--- config.mk ---
export PLATFORM = sky130hd
export DESIGN_NAME = serial_video_tx_control
export DESIGN_NICKNAME = d
export VERILOG_FILES = /design/src/serial_tx_pkg.sv /design/src/tx_char_if.sv /design/src/tx_char_encoder.sv /design/src/tx_self_test_gen.sv /design/src/serial_video_tx_control.sv
export SDC_FILE = /design/constraint.sdc
export NUM_CORES = 1
export LEC_CHECK = 0
export ABC_CLOCK_PERIOD_IN_PS = 7900
export BUFFER_PORTS_ARGS = -buffer_cell sky130_fd_sc_hd__buf_2
export CAP_MARGIN = 15
export CORE_ASPECT_RATIO = 1.5
export CORE_MARGIN = 4
export CORE_UTILIZATION = 30
export DETAILED_ROUTE_END_ITERATION = 16
export HOLD_SLACK_MARGIN = 0.15
export SETUP_SLACK_MARGIN = 0.15
export SKIP_LAST_GASP = 1
export SYNTH_ARGS = -nofsm -noshare
export SYNTH_HDL_FRONTEND = slang
export SYNTH_SLANG_ARGS = --single-unit
--- constraint.sdc ---
create_clock -name i_clk -period 7.9 [get_ports i_clk]
set_clock_uncertainty 0.05 [all_clocks]
set_input_delay 1.185 -clock i_clk [delete_from_list [all_inputs] [get_ports i_clk]]
set_output_delay 1.185 -clock i_clk [all_outputs]
set_load 0.05 [all_outputs]
--- src/serial_tx_pkg.sv ---
// shared constants for the serial video transmit control block
// assumes a 100 MHz bit clock, ten bit clocks per write-clock period
package serial_tx_pkg;

  // ----------------------------------------
  // character timing
  // ----------------------------------------
  localparam int         BITS_PER_CHAR = 10;          // bits in one transmission character
  localparam int         RP_LOW_PCT    = 60;          // read strobe low share, percent
  localparam logic [3:0] LAST_BIT      = 4'(BITS_PER_CHAR - 1);
  localparam logic [3:0] RP_LOW_BITS   = 4'(BITS_PER_CHAR * RP_LOW_PCT / 100);

  // ----------------------------------------
  // register map (byte addresses)
  // ----------------------------------------
  localparam logic [3:0] CTRL_OFFSET     = 4'h0;      // mode select
  localparam logic [3:0] STATUS_OFFSET   = 4'h4;      // last character, disparity, self-test
  localparam int         CTRL_MODE_LSB   = 0;
  localparam int         STATUS_CHAR_LSB = 0;
  localparam int         STATUS_RD_BIT   = 10;
  localparam int         STATUS_BIST_BIT = 11;

  // encoder mode, mirrors the three-level strap
  typedef enum logic [1:0]
  {
    MODE_ENCODED = 2'b00,
    MODE_BYPASS  = 2'b01,
    MODE_TEST    = 2'b10
  } enc_mode_t;
  localparam enc_mode_t CTRL_MODE_RESET = MODE_ENCODED;

  // ----------------------------------------
  // special characters
  // ----------------------------------------
  localparam logic [7:0] FILL_BYTE      = 8'hbc;      // K28.5 filler
  localparam logic [7:0] ALT_BYTE       = 8'h4a;      // D10.2, alternating one-zero
  localparam logic [9:0] VIOLATION_CHAR = 10'h3f0;    // never a legal code
  localparam logic [7:0] BIST_SEED      = 8'h01;      // pattern start value
  localparam int         BIST_LOOP_LEN  = 255;        // bytes per self-test loop

endpackage

--- src/tx_char_if.sv ---
// signals between the transmit control and its encoder and pattern generator
// assumes all three modules share one clock
`timescale 1ns/1ns
interface tx_char_if;
  logic       enc_load;      // take the character, advance disparity
  logic       enc_k;         // encode as control code
  logic [7:0] enc_byte;      // byte to encode
  logic [9:0] enc_char;      // encoded character, a first at bit 9
  logic       enc_rd;        // running disparity, high when positive
  logic       bist_step;     // advance the test sequence
  logic       bist_restart;  // back to the sequence start
  logic [7:0] bist_byte;     // current test byte
  logic       bist_last;     // current byte ends the loop

  modport ctrl (output enc_load, enc_k, enc_byte, bist_step, bist_restart,
                input enc_char, enc_rd, bist_byte, bist_last);
  modport enc (input enc_load, enc_k, enc_byte, output enc_char, enc_rd);
  modport gen (input bist_step, bist_restart, output bist_byte, bist_last);
endinterface

--- src/tx_char_encoder.sv ---
// 8b/10b character encoder with running disparity
// assumes the loader pulses enc_load once per character
`timescale 1ns/1ns
module tx_char_encoder
  import serial_tx_pkg::*;
(
  input  wire logic i_clk,
  input  wire logic i_reset,
  tx_char_if.enc    ch
);

  typedef struct packed
  {
    logic rd_pos;  // running disparity positive
  } enc_state_t;

  enc_state_t st;       // registered state
  enc_state_t next_st;  // next state

  // 5b/6b codes for negative disparity, abcdei
  function automatic logic [5:0] code6(input logic [4:0] x);
    logic [5:0] c;
    case (x)
      5'd0: c = 6'b100111;  5'd1: c = 6'b011101;  5'd2: c = 6'b101101;
      5'd3: c = 6'b110001;  5'd4: c = 6'b110101;  5'd5: c = 6'b101001;
      5'd6: c = 6'b011001;  5'd7: c = 6'b111000;  5'd8: c = 6'b111001;
      5'd9: c = 6'b100101;  5'd10: c = 6'b010101; 5'd11: c = 6'b110100;
      5'd12: c = 6'b001101; 5'd13: c = 6'b101100; 5'd14: c = 6'b011100;
      5'd15: c = 6'b010111; 5'd16: c = 6'b011011; 5'd17: c = 6'b100011;
      5'd18: c = 6'b010011; 5'd19: c = 6'b110010; 5'd20: c = 6'b001011;
      5'd21: c = 6'b101010; 5'd22: c = 6'b011010; 5'd23: c = 6'b111010;
      5'd24: c = 6'b110011; 5'd25: c = 6'b100110; 5'd26: c = 6'b010110;
      5'd27: c = 6'b110110; 5'd28: c = 6'b001110; 5'd29: c = 6'b101110;
      5'd30: c = 6'b011110; default: c = 6'b101011;
    endcase
    return c;
  endfunction

  // 3b/4b codes for negative disparity, fghj
  function automatic logic [3:0] code4(input logic [2:0] y);
    logic [3:0] c;
    case (y)
      3'd0: c = 4'b1011; 3'd1: c = 4'b1001; 3'd2: c = 4'b0101; 3'd3: c = 4'b1100;
      3'd4: c = 4'b1101; 3'd5: c = 4'b1010; 3'd6: c = 4'b0110; default: c = 4'b1110;
    endcase
    return c;
  endfunction

  // ----------------------------------------
  // encode
  // ----------------------------------------
  // codes, disparity after each sub-block, alternate .7 selection
  always_comb
  begin
    logic [4:0] x;
    logic [2:0] y;
    logic [5:0] t6;
    logic [3:0] t4;
    logic       k28;
    logic       unb6;
    logic       unb4;
    logic       rd1;
    logic       a7;
    logic       inv4;
    x       = ch.enc_byte[4:0];
    y       = ch.enc_byte[7:5];
    k28     = ch.enc_k && (x == 5'd28);
    t6      = k28 ? 6'b001111 : code6(x);
    unb6    = ($countones(t6) != 3);
    rd1     = st.rd_pos ^ unb6;
    // alternate .7 avoids a run of five in the data alphabet
    a7      = (y == 3'd7) && (ch.enc_k
              || (!rd1 && (x == 5'd17 || x == 5'd18 || x == 5'd20))
              || (rd1 && (x == 5'd11 || x == 5'd13 || x == 5'd14)));
    t4      = a7 ? 4'b0111 : code4(y);
    unb4    = (y == 3'd0) || (y == 3'd4) || (y == 3'd7);
    // K28 flips its balanced tails against the 6b sub-block
    inv4    = (rd1 && (unb4 || y == 3'd3)) || (k28 && !rd1 && !unb4 && y != 3'd3);
    ch.enc_char = {(st.rd_pos && (unb6 || x == 5'd7)) ? ~t6 : t6, inv4 ? ~t4 : t4};
    next_st = st;
    if (ch.enc_load)
    begin
      next_st.rd_pos = rd1 ^ unb4;
    end
  end

  assign ch.enc_rd = st.rd_pos;

  // state register, disparity starts negative
  always_ff @(posedge i_clk or posedge i_reset)
  begin
    if (i_reset)
      st <= '0;
    else
      st <= next_st;
  end

endmodule

--- src/tx_self_test_gen.sv ---
// self-test byte sequence advanced on each step, looping every LOOP_LEN bytes
// assumes steps come once per write-clock period
`timescale 1ns/1ns
module tx_self_test_gen
  import serial_tx_pkg::*;
#(
  parameter int LOOP_LEN = BIST_LOOP_LEN  // bytes per loop
)
(
  input  wire logic i_clk,
  input  wire logic i_reset,
  tx_char_if.gen    ch
);

  typedef struct packed
  {
    logic [7:0] lfsr;  // pattern register
    logic [7:0] cnt;   // position in the loop
  } gen_state_t;

  gen_state_t st;       // registered state
  gen_state_t next_st;  // next state

  assign ch.bist_byte = st.lfsr;
  assign ch.bist_last = (st.cnt == 8'(LOOP_LEN - 1));

  // ----------------------------------------
  // sequence
  // ----------------------------------------
  // restart wins over a step, the loop end reseeds so the receiver can lock
  always_comb
  begin
    next_st = st;
    if (ch.bist_restart || (ch.bist_step && ch.bist_last))
    begin
      next_st.lfsr = BIST_SEED;
      next_st.cnt  = '0;
    end
    else if (ch.bist_step)
    begin
      next_st.lfsr = {st.lfsr[6:0], st.lfsr[7] ^ st.lfsr[5] ^ st.lfsr[4] ^ st.lfsr[3]};
      next_st.cnt  = st.cnt + 8'h01;
    end
  end

  // state register
  always_ff @(posedge i_clk or posedge i_reset)
  begin
    if (i_reset)
    begin
      st      <= '0;
      st.lfsr <= BIST_SEED;
    end
    else
      st <= next_st;
  end

endmodule

--- src/serial_video_tx_control.sv ---
// transmit control of a serial video link: capture, encode, serialize
// assumes the write clock pin runs at one tenth of i_clk and is asynchronous
//
// Overview of operation
// - enable low: capture this edge's byte
// - next enable low: capture following edge's byte
// - both enables high: send filler, ignore inputs
// - filler is the K28.5 code
// - control select high picks control alphabet
// - force violation sends violation, overrides test
// - write clock paces bits and captures bytes
// - optical off low: all pairs carry data
// - optical off high: first two pairs zero
// - loopback pair always carries the stream
// - mode encoded: 8b/10b encode every byte
// - mode bypass: ten raw bits to shifter
// - mode test: bit clock from output pins
// - self-test, enables high: alternating one-zero
// - self-test, an enable low: repeating sequence
// - sequence free-runs; violation restarts it (the code steps it only on sent self-test bytes)
// - self-test enable sampled like data
// - read strobe low sixty percent per byte
// - strobe follows enable, width set internally
// - self-test: strobe low on loop's last byte
//
// Decided for this implementation: the Avalon-MM register port and the address map.
`timescale 1ns/1ns
module serial_video_tx_control
  import serial_tx_pkg::*;
(
  input  wire logic        i_clk,
  input  wire logic        i_reset,
  input  wire logic        i_byte_write_clock,
  input  wire logic [7:0]  i_parallel_in_byte,
  input  wire logic        i_byte_enable_n,
  input  wire logic        i_next_byte_enable_n,
  input  wire logic        i_control_char_select,
  input  wire logic        i_force_violation,
  input  wire logic        i_self_test_enable_n,
  input  wire logic        i_optical_tx_off,
  input  wire logic        i_serial_line_primary_p,
  input  wire logic        i_serial_line_secondary_p,
  output logic             o_serial_line_primary_p,
  output logic             o_serial_line_primary_n,
  output logic             o_serial_line_primary_oe,
  output logic             o_serial_line_secondary_p,
  output logic             o_serial_line_secondary_n,
  output logic             o_serial_line_secondary_oe,
  output logic             o_serial_line_loopback_p,
  output logic             o_serial_line_loopback_n,
  output logic             o_fifo_read_strobe_n,
  input  wire logic [3:0]  i_address,
  input  wire logic        i_read,
  input  wire logic        i_write,
  input  wire logic [31:0] i_writedata,
  output logic [31:0]      o_readdata,
  output logic             o_waitrequest
);

  // ----------------------------------------
  // state
  // ----------------------------------------
  typedef struct packed
  {
    logic [16:0] sync1;      // pin synchroniser, first stage
    logic [16:0] sync2;      // pin synchroniser, second stage
    logic        wclk_prev;  // write clock, previous sample
    logic        tclk_prev;  // test bit clock, previous sample
    logic        pend_next;  // next-edge capture requested
    enc_mode_t   mode;       // encoder mode
    logic [9:0]  shreg;      // serializer
    logic [3:0]  bitcnt;     // bit position in character
    logic        rp_armed;   // read strobe due this byte
    logic        bist_on;    // self-test in force this byte
    logic [9:0]  last_char;  // last loaded character
    logic        waitreq;    // bus wait
    logic [31:0] rdata;      // bus read data
    logic        pri_p;      // primary pair, true side
    logic        pri_n;      // primary pair, complement
    logic        pri_oe;     // primary true side driven
    logic        sec_p;      // secondary pair, true side
    logic        sec_n;      // secondary pair, complement
    logic        sec_oe;     // secondary true side driven
    logic        lb_p;       // loopback pair, true side
    logic        lb_n;       // loopback pair, complement
    logic        rp_n;       // read strobe
  } ctl_state_t;

  ctl_state_t st;       // registered state
  ctl_state_t next_st;  // next state

  tx_char_if ch ();     // link to encoder and pattern generator

  // synchronised pin views
  logic       s_wclk;   // write clock
  logic [7:0] s_byte;   // parallel byte
  logic       s_ena;    // byte enable, low active
  logic       s_enn;    // next byte enable, low active
  logic       s_csel;   // control select
  logic       s_fv;     // force violation
  logic       s_ste;    // self-test enable, low active
  logic       s_optical_tx_off;   // optical off
  logic       s_pri;    // primary true pin, test clock plus
  logic       s_sec;    // secondary true pin, test clock minus

  assign {s_wclk, s_byte, s_ena, s_enn, s_csel, s_fv, s_ste, s_optical_tx_off, s_pri, s_sec} = st.sync2;

  // ----------------------------------------
  // submodules
  // ----------------------------------------
  tx_char_encoder u_encoder
  (
    .i_clk   (i_clk),
    .i_reset (i_reset),
    .ch      (ch)
  );

  tx_self_test_gen #(.LOOP_LEN(BIST_LOOP_LEN)) u_self_test
  (
    .i_clk   (i_clk),
    .i_reset (i_reset),
    .ch      (ch)
  );

  // ----------------------------------------
  // next-state logic
  // ----------------------------------------
  // byte selection, serializer, line drivers, read strobe, bus slave
  always_comb
  begin
    logic       wclk_rise;
    logic       tclk;
    logic       bit_adv;
    logic       is_test;
    logic       is_bypass;
    logic       bist_now;
    logic       both_high;
    logic       take;
    logic [9:0] char;
    logic [7:0] rev;
    logic       sbit;
    next_st       = st;
    // pins pass two flops before anything reads them
    next_st.sync1 = {i_byte_write_clock, i_parallel_in_byte, i_byte_enable_n,
                     i_next_byte_enable_n, i_control_char_select, i_force_violation,
                     i_self_test_enable_n, i_optical_tx_off, i_serial_line_primary_p,
                     i_serial_line_secondary_p};
    next_st.sync2 = st.sync1;

    wclk_rise         = s_wclk & ~st.wclk_prev;
    next_st.wclk_prev = s_wclk;
    is_test           = (st.mode == MODE_TEST);
    is_bypass         = (st.mode == MODE_BYPASS);
    // test mode: bit clock arrives differentially on the primary and secondary true pins
    tclk              = s_pri & ~s_sec;
    next_st.tclk_prev = tclk;
    bit_adv           = is_test ? (tclk & ~st.tclk_prev) : 1'b1;
    bist_now          = ~s_ste;
    both_high         = s_ena & s_enn;
    take              = ~s_ena | st.pend_next;

    ch.enc_load     = 1'b0;
    ch.enc_k        = 1'b0;
    ch.enc_byte     = s_byte;
    ch.bist_step    = 1'b0;
    ch.bist_restart = 1'b0;
    char            = ch.enc_char;
    rev = {<<{s_byte}};

    if (wclk_rise)
    begin
      next_st.pend_next = ~s_enn;
      if (is_bypass)
      begin
        // select and violation pins become the outer raw bits
        char = {s_csel, rev, s_fv};
      end
      else if (s_fv)
      begin
        char            = VIOLATION_CHAR;
        ch.bist_restart = bist_now;
      end
      else if (bist_now)
      begin
        ch.enc_load = 1'b1;
        if (both_high)
          ch.enc_byte = ALT_BYTE;
        else
        begin
          ch.enc_byte  = ch.bist_byte;
          ch.bist_step = 1'b1;
        end
      end
      else if (take)
      begin
        ch.enc_load = 1'b1;
        ch.enc_k    = s_csel;
      end
      else
      begin
        // gap between user bytes
        ch.enc_load = 1'b1;
        ch.enc_k    = 1'b1;
        ch.enc_byte = FILL_BYTE;
      end
      next_st.shreg     = char;
      next_st.bitcnt    = '0;
      next_st.last_char = char;
      next_st.bist_on   = bist_now;
      // self-test: strobe only once per loop
      if (bist_now)
        next_st.rp_armed = ~both_high & ~s_fv & ~is_bypass & ch.bist_last;
      else
        next_st.rp_armed = ~s_ena;
    end
    else if (bit_adv)
    begin
      // a first, one bit per bit clock
      next_st.shreg = {st.shreg[8:0], 1'b0};
      if (st.bitcnt != LAST_BIT)
        next_st.bitcnt = st.bitcnt + 4'h1;
    end

    // line drivers
    sbit              = st.shreg[9];
    next_st.pri_p     = sbit & ~s_optical_tx_off;
    next_st.pri_n     = ~(sbit & ~s_optical_tx_off);
    next_st.sec_p     = sbit & ~s_optical_tx_off;
    next_st.sec_n     = ~(sbit & ~s_optical_tx_off);
    next_st.pri_oe    = ~is_test;
    next_st.sec_oe    = ~is_test;
    next_st.lb_p      = sbit;
    next_st.lb_n      = ~sbit;
    // width counted in bit clocks, not taken from the write clock duty
    next_st.rp_n      = ~(next_st.rp_armed & (next_st.bitcnt < RP_LOW_BITS));

    // bus slave: one wait cycle, then a single answer cycle
    next_st.waitreq = 1'b1;
    if (st.waitreq & (i_read | i_write))
    begin
      next_st.waitreq = 1'b0;
      unique case (i_address)
        CTRL_OFFSET:
          next_st.rdata = 32'(st.mode) << CTRL_MODE_LSB;
        STATUS_OFFSET:
          next_st.rdata = (32'(st.last_char) << STATUS_CHAR_LSB)
                          | (32'(ch.enc_rd) << STATUS_RD_BIT)
                          | (32'(st.bist_on) << STATUS_BIST_BIT);
        default:
          next_st.rdata = 32'h0;
      endcase
    end
    // write takes effect at the edge where wait is low
    if (~st.waitreq & i_write & (i_address == CTRL_OFFSET))
    begin
      unique case (i_writedata[CTRL_MODE_LSB +: 2])
        2'b01:   next_st.mode = MODE_BYPASS;
        2'b10:   next_st.mode = MODE_TEST;
        default: next_st.mode = MODE_ENCODED;
      endcase
    end
  end

  // ----------------------------------------
  // state register
  // ----------------------------------------
  always_ff @(posedge i_clk or posedge i_reset)
  begin
    if (i_reset)
    begin
      st         <= '0;
      st.mode    <= CTRL_MODE_RESET;
      st.waitreq <= 1'b1;
      st.pri_n   <= 1'b1;
      st.sec_n   <= 1'b1;
      st.lb_n    <= 1'b1;
      st.pri_oe  <= 1'b1;
      st.sec_oe  <= 1'b1;
      st.rp_n    <= 1'b1;
    end
    else
      st <= next_st;
  end

  // outputs straight from the state register
  assign o_serial_line_primary_p    = st.pri_p;
  assign o_serial_line_primary_n    = st.pri_n;
  assign o_serial_line_primary_oe   = st.pri_oe;
  assign o_serial_line_secondary_p  = st.sec_p;
  assign o_serial_line_secondary_n  = st.sec_n;
  assign o_serial_line_secondary_oe = st.sec_oe;
  assign o_serial_line_loopback_p   = st.lb_p;
  assign o_serial_line_loopback_n   = st.lb_n;
  assign o_fifo_read_strobe_n       = st.rp_n;
  assign o_readdata                 = st.rdata;
  assign o_waitrequest              = st.waitreq;

endmodule

# == Word level (Yosys, flattened, before mapping) ==
# Memory sizes are Yosys's and may differ from the RTL's.
# Index checks and enable logic that the tools add are counted.
# word_totals
ff_bits,121
latch_bits,0
ram_bits,0
romBits,192
in_bits,57
out_inout_bits,42
wordCells,161
n_memories,1
# mem_list
memory,words,width,read_ports,rd_clocked_by_memory_dff,write_ports,line_no,text
(no name shown),32,6,1,0,0,tx_char_encoder.sv:23,case (x)
# classes
add_sub_neg,7
n_mul,0
div_mod_pow,0
n_lt_le_gt_ge,1
eq_ne,24
shift,0
muxes,40
n_bitwise,38
reduce_logical,28
# op_table
operator,count
adder 32 bit,2
2-to-1 mux 8 bit,6
2-to-1 mux 33 bit,1
2-to-1 mux 16 bit,2
!= test 32 x 3 -> 1 bit (second input constant),1
2-to-1 mux 14 bit,2
case mux 4 bit (7 select lines),1
case mux 12 bit (2 select lines),1
equality test 5 bit (second input constant),4
2-to-1 mux 10 bit,2
2-to-1 mux 1 bit,18
equality test 5 x 4 -> 1 bit (second input constant),3
inverter 1 bit,15
bitwise AND 1 bit,12
equality test 3 bit (second input constant),4
logical OR 1 bit,12
2-to-1 mux 12 bit,1
2-to-1 mux 4 bit,3
2-to-1 mux 6 bit,2
OR 11 x 12 -> 12 bit,1
OR 10 x 11 -> 11 bit,1
logical AND 1 bit,10
adder 8 x 1 -> 8 bit (second input constant),1
equality test 8 bit (second input constant),1
other kinds (20),32

# == Depth between registers and ports, before layout ==
# depth
ltp_word,29
depth_mapped,23

# == By module ==
# A second synthesis with hierarchy kept.
# unflattened
cells_unflattened,482
hier_area_um2,5205.0
# by_module_without_submodules
module,instances,cells_each,area_per_inst_um2,seq_area_each_um2
serial_video_tx_control,1,294,3472.1,2108.3
tx_char_encoder,1,112,887.1,25.0
tx_self_test_gen,1,76,845.8,401.6

# == Worst setup path before layout ==
# OpenSTA, ideal clock, no wires.
# synth_timing
path_type,register -> register
start,reg st (netlist bit s_fv)
end,reg st[42] (netlist name)
setup_ps,125
arrival_ps,5383
t_required_ps,7725
slack_ps,2341
path_stages_with_launch,24
cell_sequence,dfrtp_1 > clkbuf_1 > inv_1 > o2111ai_1 > nand2_1 > o21ai_0 > inv_1 > ha_1 > inv_1 > or3_1 > and3_1 > o311ai_0 > o21ai_1 > ha_1 > fa_1 > ha_1 > nor4bb_1 > xor2_1 > o221ai_1 > nor4_1 > or3_1 > a21oi_1 > mux2i_1 > nand2_1
# synth_between
elab_chain_len,21
word_cells_on_any_way,57
cone_classes,5 x add/sub; 16 x eq/ne; 12 x mux; 2 x bitwise; 21 x reduce/logical; 1 x memory
# synth_lines
element,line_no,text
from (decl),serial_video_tx_control.sv:89,ctl_state_t st;
from (signal assigned),serial_video_tx_control.sv:282,st <= next_st;
"parallel branches: the longest is 20 deep, another holds adder 32 bit",-,
2-to-1 mux 10 bit *,serial_video_tx_control.sv:173,if (is_bypass)
# Every way passes the cells marked *.
# A chain may end at the register's enable or synchronous reset.

# == Worst setup path in the final report ==
# layout_timing
start,reg st[72] (netlist name)
end,reg st[58] (netlist name)
# layout_between
elab_chain_len,22
word_cells_on_any_way,57
cone_classes,5 x add/sub; 16 x eq/ne; 9 x mux; 4 x bitwise; 22 x reduce/logical; 1 x memory
# layout_lines
element,line_no,text
inverter 1 bit *,serial_video_tx_control.sv:150,wclk_rise = s_wclk & ~st.wclk_prev;
bitwise AND 1 bit *,serial_video_tx_control.sv:150,
"parallel branches: the longest is 20 deep, another holds adder 32 bit",-,
# Marks and branches as above.

==> flow_summary.toml <==
[worst_setup_path]
timing.rr.start = "st[72]$_DFF_PP0_"
cp_max_fo = 22
cp.required_ns = 8.07
r2r_cells = 22
arrival_ns = 6.43
reg2reg_to = "st[58]$_DFFE_PP0P_"
critPathCaptureType = "register"
rrSetupSlack_ns = 1.64
start_kind = "register"
path_class = "reg2reg"

[logic_synthesis]
synth_top_area_share_pct = 46.9
synth_compound_area_share_pct = 16.5
synth-edff-count = 0
ys_seq_area_share_pct = 50.0
netlist_area_mm2 = 0.00507
synth_cell_type_count = 74
ys_seq_elements = 101
synthArstFlopShare_pct = 100
synth_fa_ha_area_share_pct = 4.94
synth_cells = 468
synth_area_leaders = "dfrtp_1 47%, buf_4 5.2%, ha_1 3.9%"
synth_top_family_by_area = "compound AO/OA/AOI/OAI gates"
synth_flop_cell = "dfrtp_1"
synthSimpleGateAreaFrac_pct = 12.7
yosysMostFrequentCell = "dfrtp_1"
synth_top_cell_by_area = "dfrtp_1"
synth_warnings = 0
avgSynthCellArea_um2 = 10.8
synth_xor_area_share_pct = 4.12
yosys-mux-area-fraction_pct = 3.41
netlist_top_cells_count = "95 x dfrtp_1, 42 x nand2_1, 35 x buf_4, 30 x nor2_1, 19 x a21oi_1"

[clocking]
cts_buffer_depth = 2
path_clk_slew_ns = 0.07
clk_latency_ns = 0.34
cts-hold-fix-buffers = 0
cts_setup_buffers = 0
cts_tree = "built"
h-tree-depth = 3
numCtsBuffers = 9
ctsResizeCount = 0
cts_root_buffer = "clkbuf_16"
cts.sinks = 101

[sta]
fmax_ghz = 0.160
finalSetupViolations = 0
slew_viol_final = 0
relSlewSlack_pct = 30.8
rsz0062_at_grt = "no"
setup_tns_ns = 0
finalHoldViolCount = 0
tightest_slew_ns = 1.03
period_share_pct = 79.3
holdWs_ns = 0.299
min_period_ns = 6.26

[route]
route.detailed.drc = 0
first_pass_iters = 4
detail_route.wl_per_cell_um = 15.4
wirelength_um = 11000
first_iter_violations = 169
ant_nets = 0
vias = 3491
via_per_inst = 4.91

[power]
leakagePower_nw = 2.62
p_per_area_mw_per_mm2 = 267
power.total_w = 0.00150
worst_ir_drop_vdd_mv = 0.109

[hold_path]
hp-class = "reg2reg"
whs_endpoint = "s_enn$_DFF_PP0_"
hp-start = "next_st[79]$_DFF_PP0_"
worstHoldPathCells = 0

[status]
status = "completed"

[layout]
seq_area_mm2 = 0.00253
final_nets = 575
num_antenna_cells = 0
fin_area_mm2 = 0.00562
drive_gt1_share_pct = 19.8
area_growth_pct = 11.0
multi_input_area_mm2 = 0.00219
fill_cells = 1661

[floorplan]
die_area_mm2 = 0.0191
rows = 57
start_util_pct = 30.9
io_pins = 99
die_x_um = 114
core_mm2 = 0.0164
die_h_um = 167

[place]
port_buffers = 48
place_area_mm2 = 0.00533
place.gp.congestion = 0.917
hpwl_um = 8300

[global_routing]
first_global_vias = 3782
grt_usage_pct = 12.0
overflow = 0
grt_pass1_wl_um = 18700
antenna_found_initial = 0
grt_max_degree = 70

[run]
cap_violations = 0
-- metrics by stage --
stage,setup WS [ns],instances,util (%)
2_1_floorplan,2.34,487,-
3_3_place_gp,1.73,695,32.5
3_5_place_dp,1.67,695,32.5
4_1_cts,1.62,711,34.3
5_1_grt,1.19,711,34.3
6_report,1.64,711,34.3
-- per-layer routing --
metal  vias up  share of wire, %  GRT usage [%]
li1       1662                 -              -
met1      1734                40           13.9
met2        83                54           21.9
met3        12               3.9           1.99
met4         0               1.6           4.55
met5         -                 0              0
-- critical path: stages, from the launching register on --
cell and delay, ns:
dfrtp_1 0.38, and2b_1 0.19, buf_4 0.24, nand4_1 0.34, o21ai_0 0.72, inv_1 0.25, ha_1 0.34, a211oi_1 0.44
a21oi_1 0.09, o32ai_1 0.23, o21bai_2 0.19, ha_1 0.28, fa_1 0.40, ha_1 0.27, nor4bb_1 0.30, buf_4 0.20
xor2_1 0.10, o221ai_1 0.10, nor4_1 0.06, or3_1 0.40, a21oi_1 0.20, mux2i_1 0.28, nand2_1 0.08
-- where the power goes --
part           switching, W  internal [W]
Combinational      0.000261      0.000152
Sequential        0.0000614      0.000597
Clock              0.000195      0.000234
-- sequential cells by signal (all words and copies together) (netlist names), 8 cells and up --
| name | count |
|---|---|
| next_st | 19 |
| o_readdata | 12 |
| s_byte | 8 |
| st | 30 |
| u_self_test.ch.bist_byte | 8 |
| u_self_test.st | 8 |
-- placed cells by master (no fill, tap or decap), types with 7 or more instances in the layout --
cell and n:
dfrtp_1 95, buf_2 48, nand2_1 42, nor2_1 30
conb_1 20, a21oi_1 19, a22o_1 17, inv_1 17
ha_1 16, o21ai_0 15, mux2i_1 15, xor2_1 13
xnor2_1 9, clkbuf_16 9, nand2b_1 7, o21ai_1 7
nor3_1 7
-- kinds of logic after synthesis --
group           after synthesis
mux                          17
simple gates                130
compound gates              108
fa+ha+maj                    19
flops                       101
buf+inv                      69
other cells                   1
xor+xnor                     23
-- worst max-delay path by stage --
stage                             startpoint                  to
final                       st[72]$_DFF_PP0_  st[58]$_DFFE_PP0P_
after global routing        st[72]$_DFF_PP0_  st[58]$_DFFE_PP0P_
after CTS                   st[72]$_DFF_PP0_  st[58]$_DFFE_PP0P_
after detailed placement    st[72]$_DFF_PP0_  st[42]$_DFFE_PP0N_
after global placement    st[69]$_DFFE_PP0P_  st[42]$_DFFE_PP0N_
after floorplan               s_fv$_DFF_PP0_  st[42]$_DFFE_PP0N_
-- cell type report --
| cell class | count | area share [%] |
|---|---|---|
| Clock buffer | 11 | 4.49 |
| Sequential cell | 101 | 45.1 |
| Tap cell | 206 | 4.58 |
| Timing Repair Buffer | 53 | 4.94 |
| Inverter | 18 | 1.25 |
| Clock inverter | 5 | 0.779 |
| Multi-Input combinational cell | 317 | 38.9 |
No activity file was read; power rests on OpenSTA's default activity.
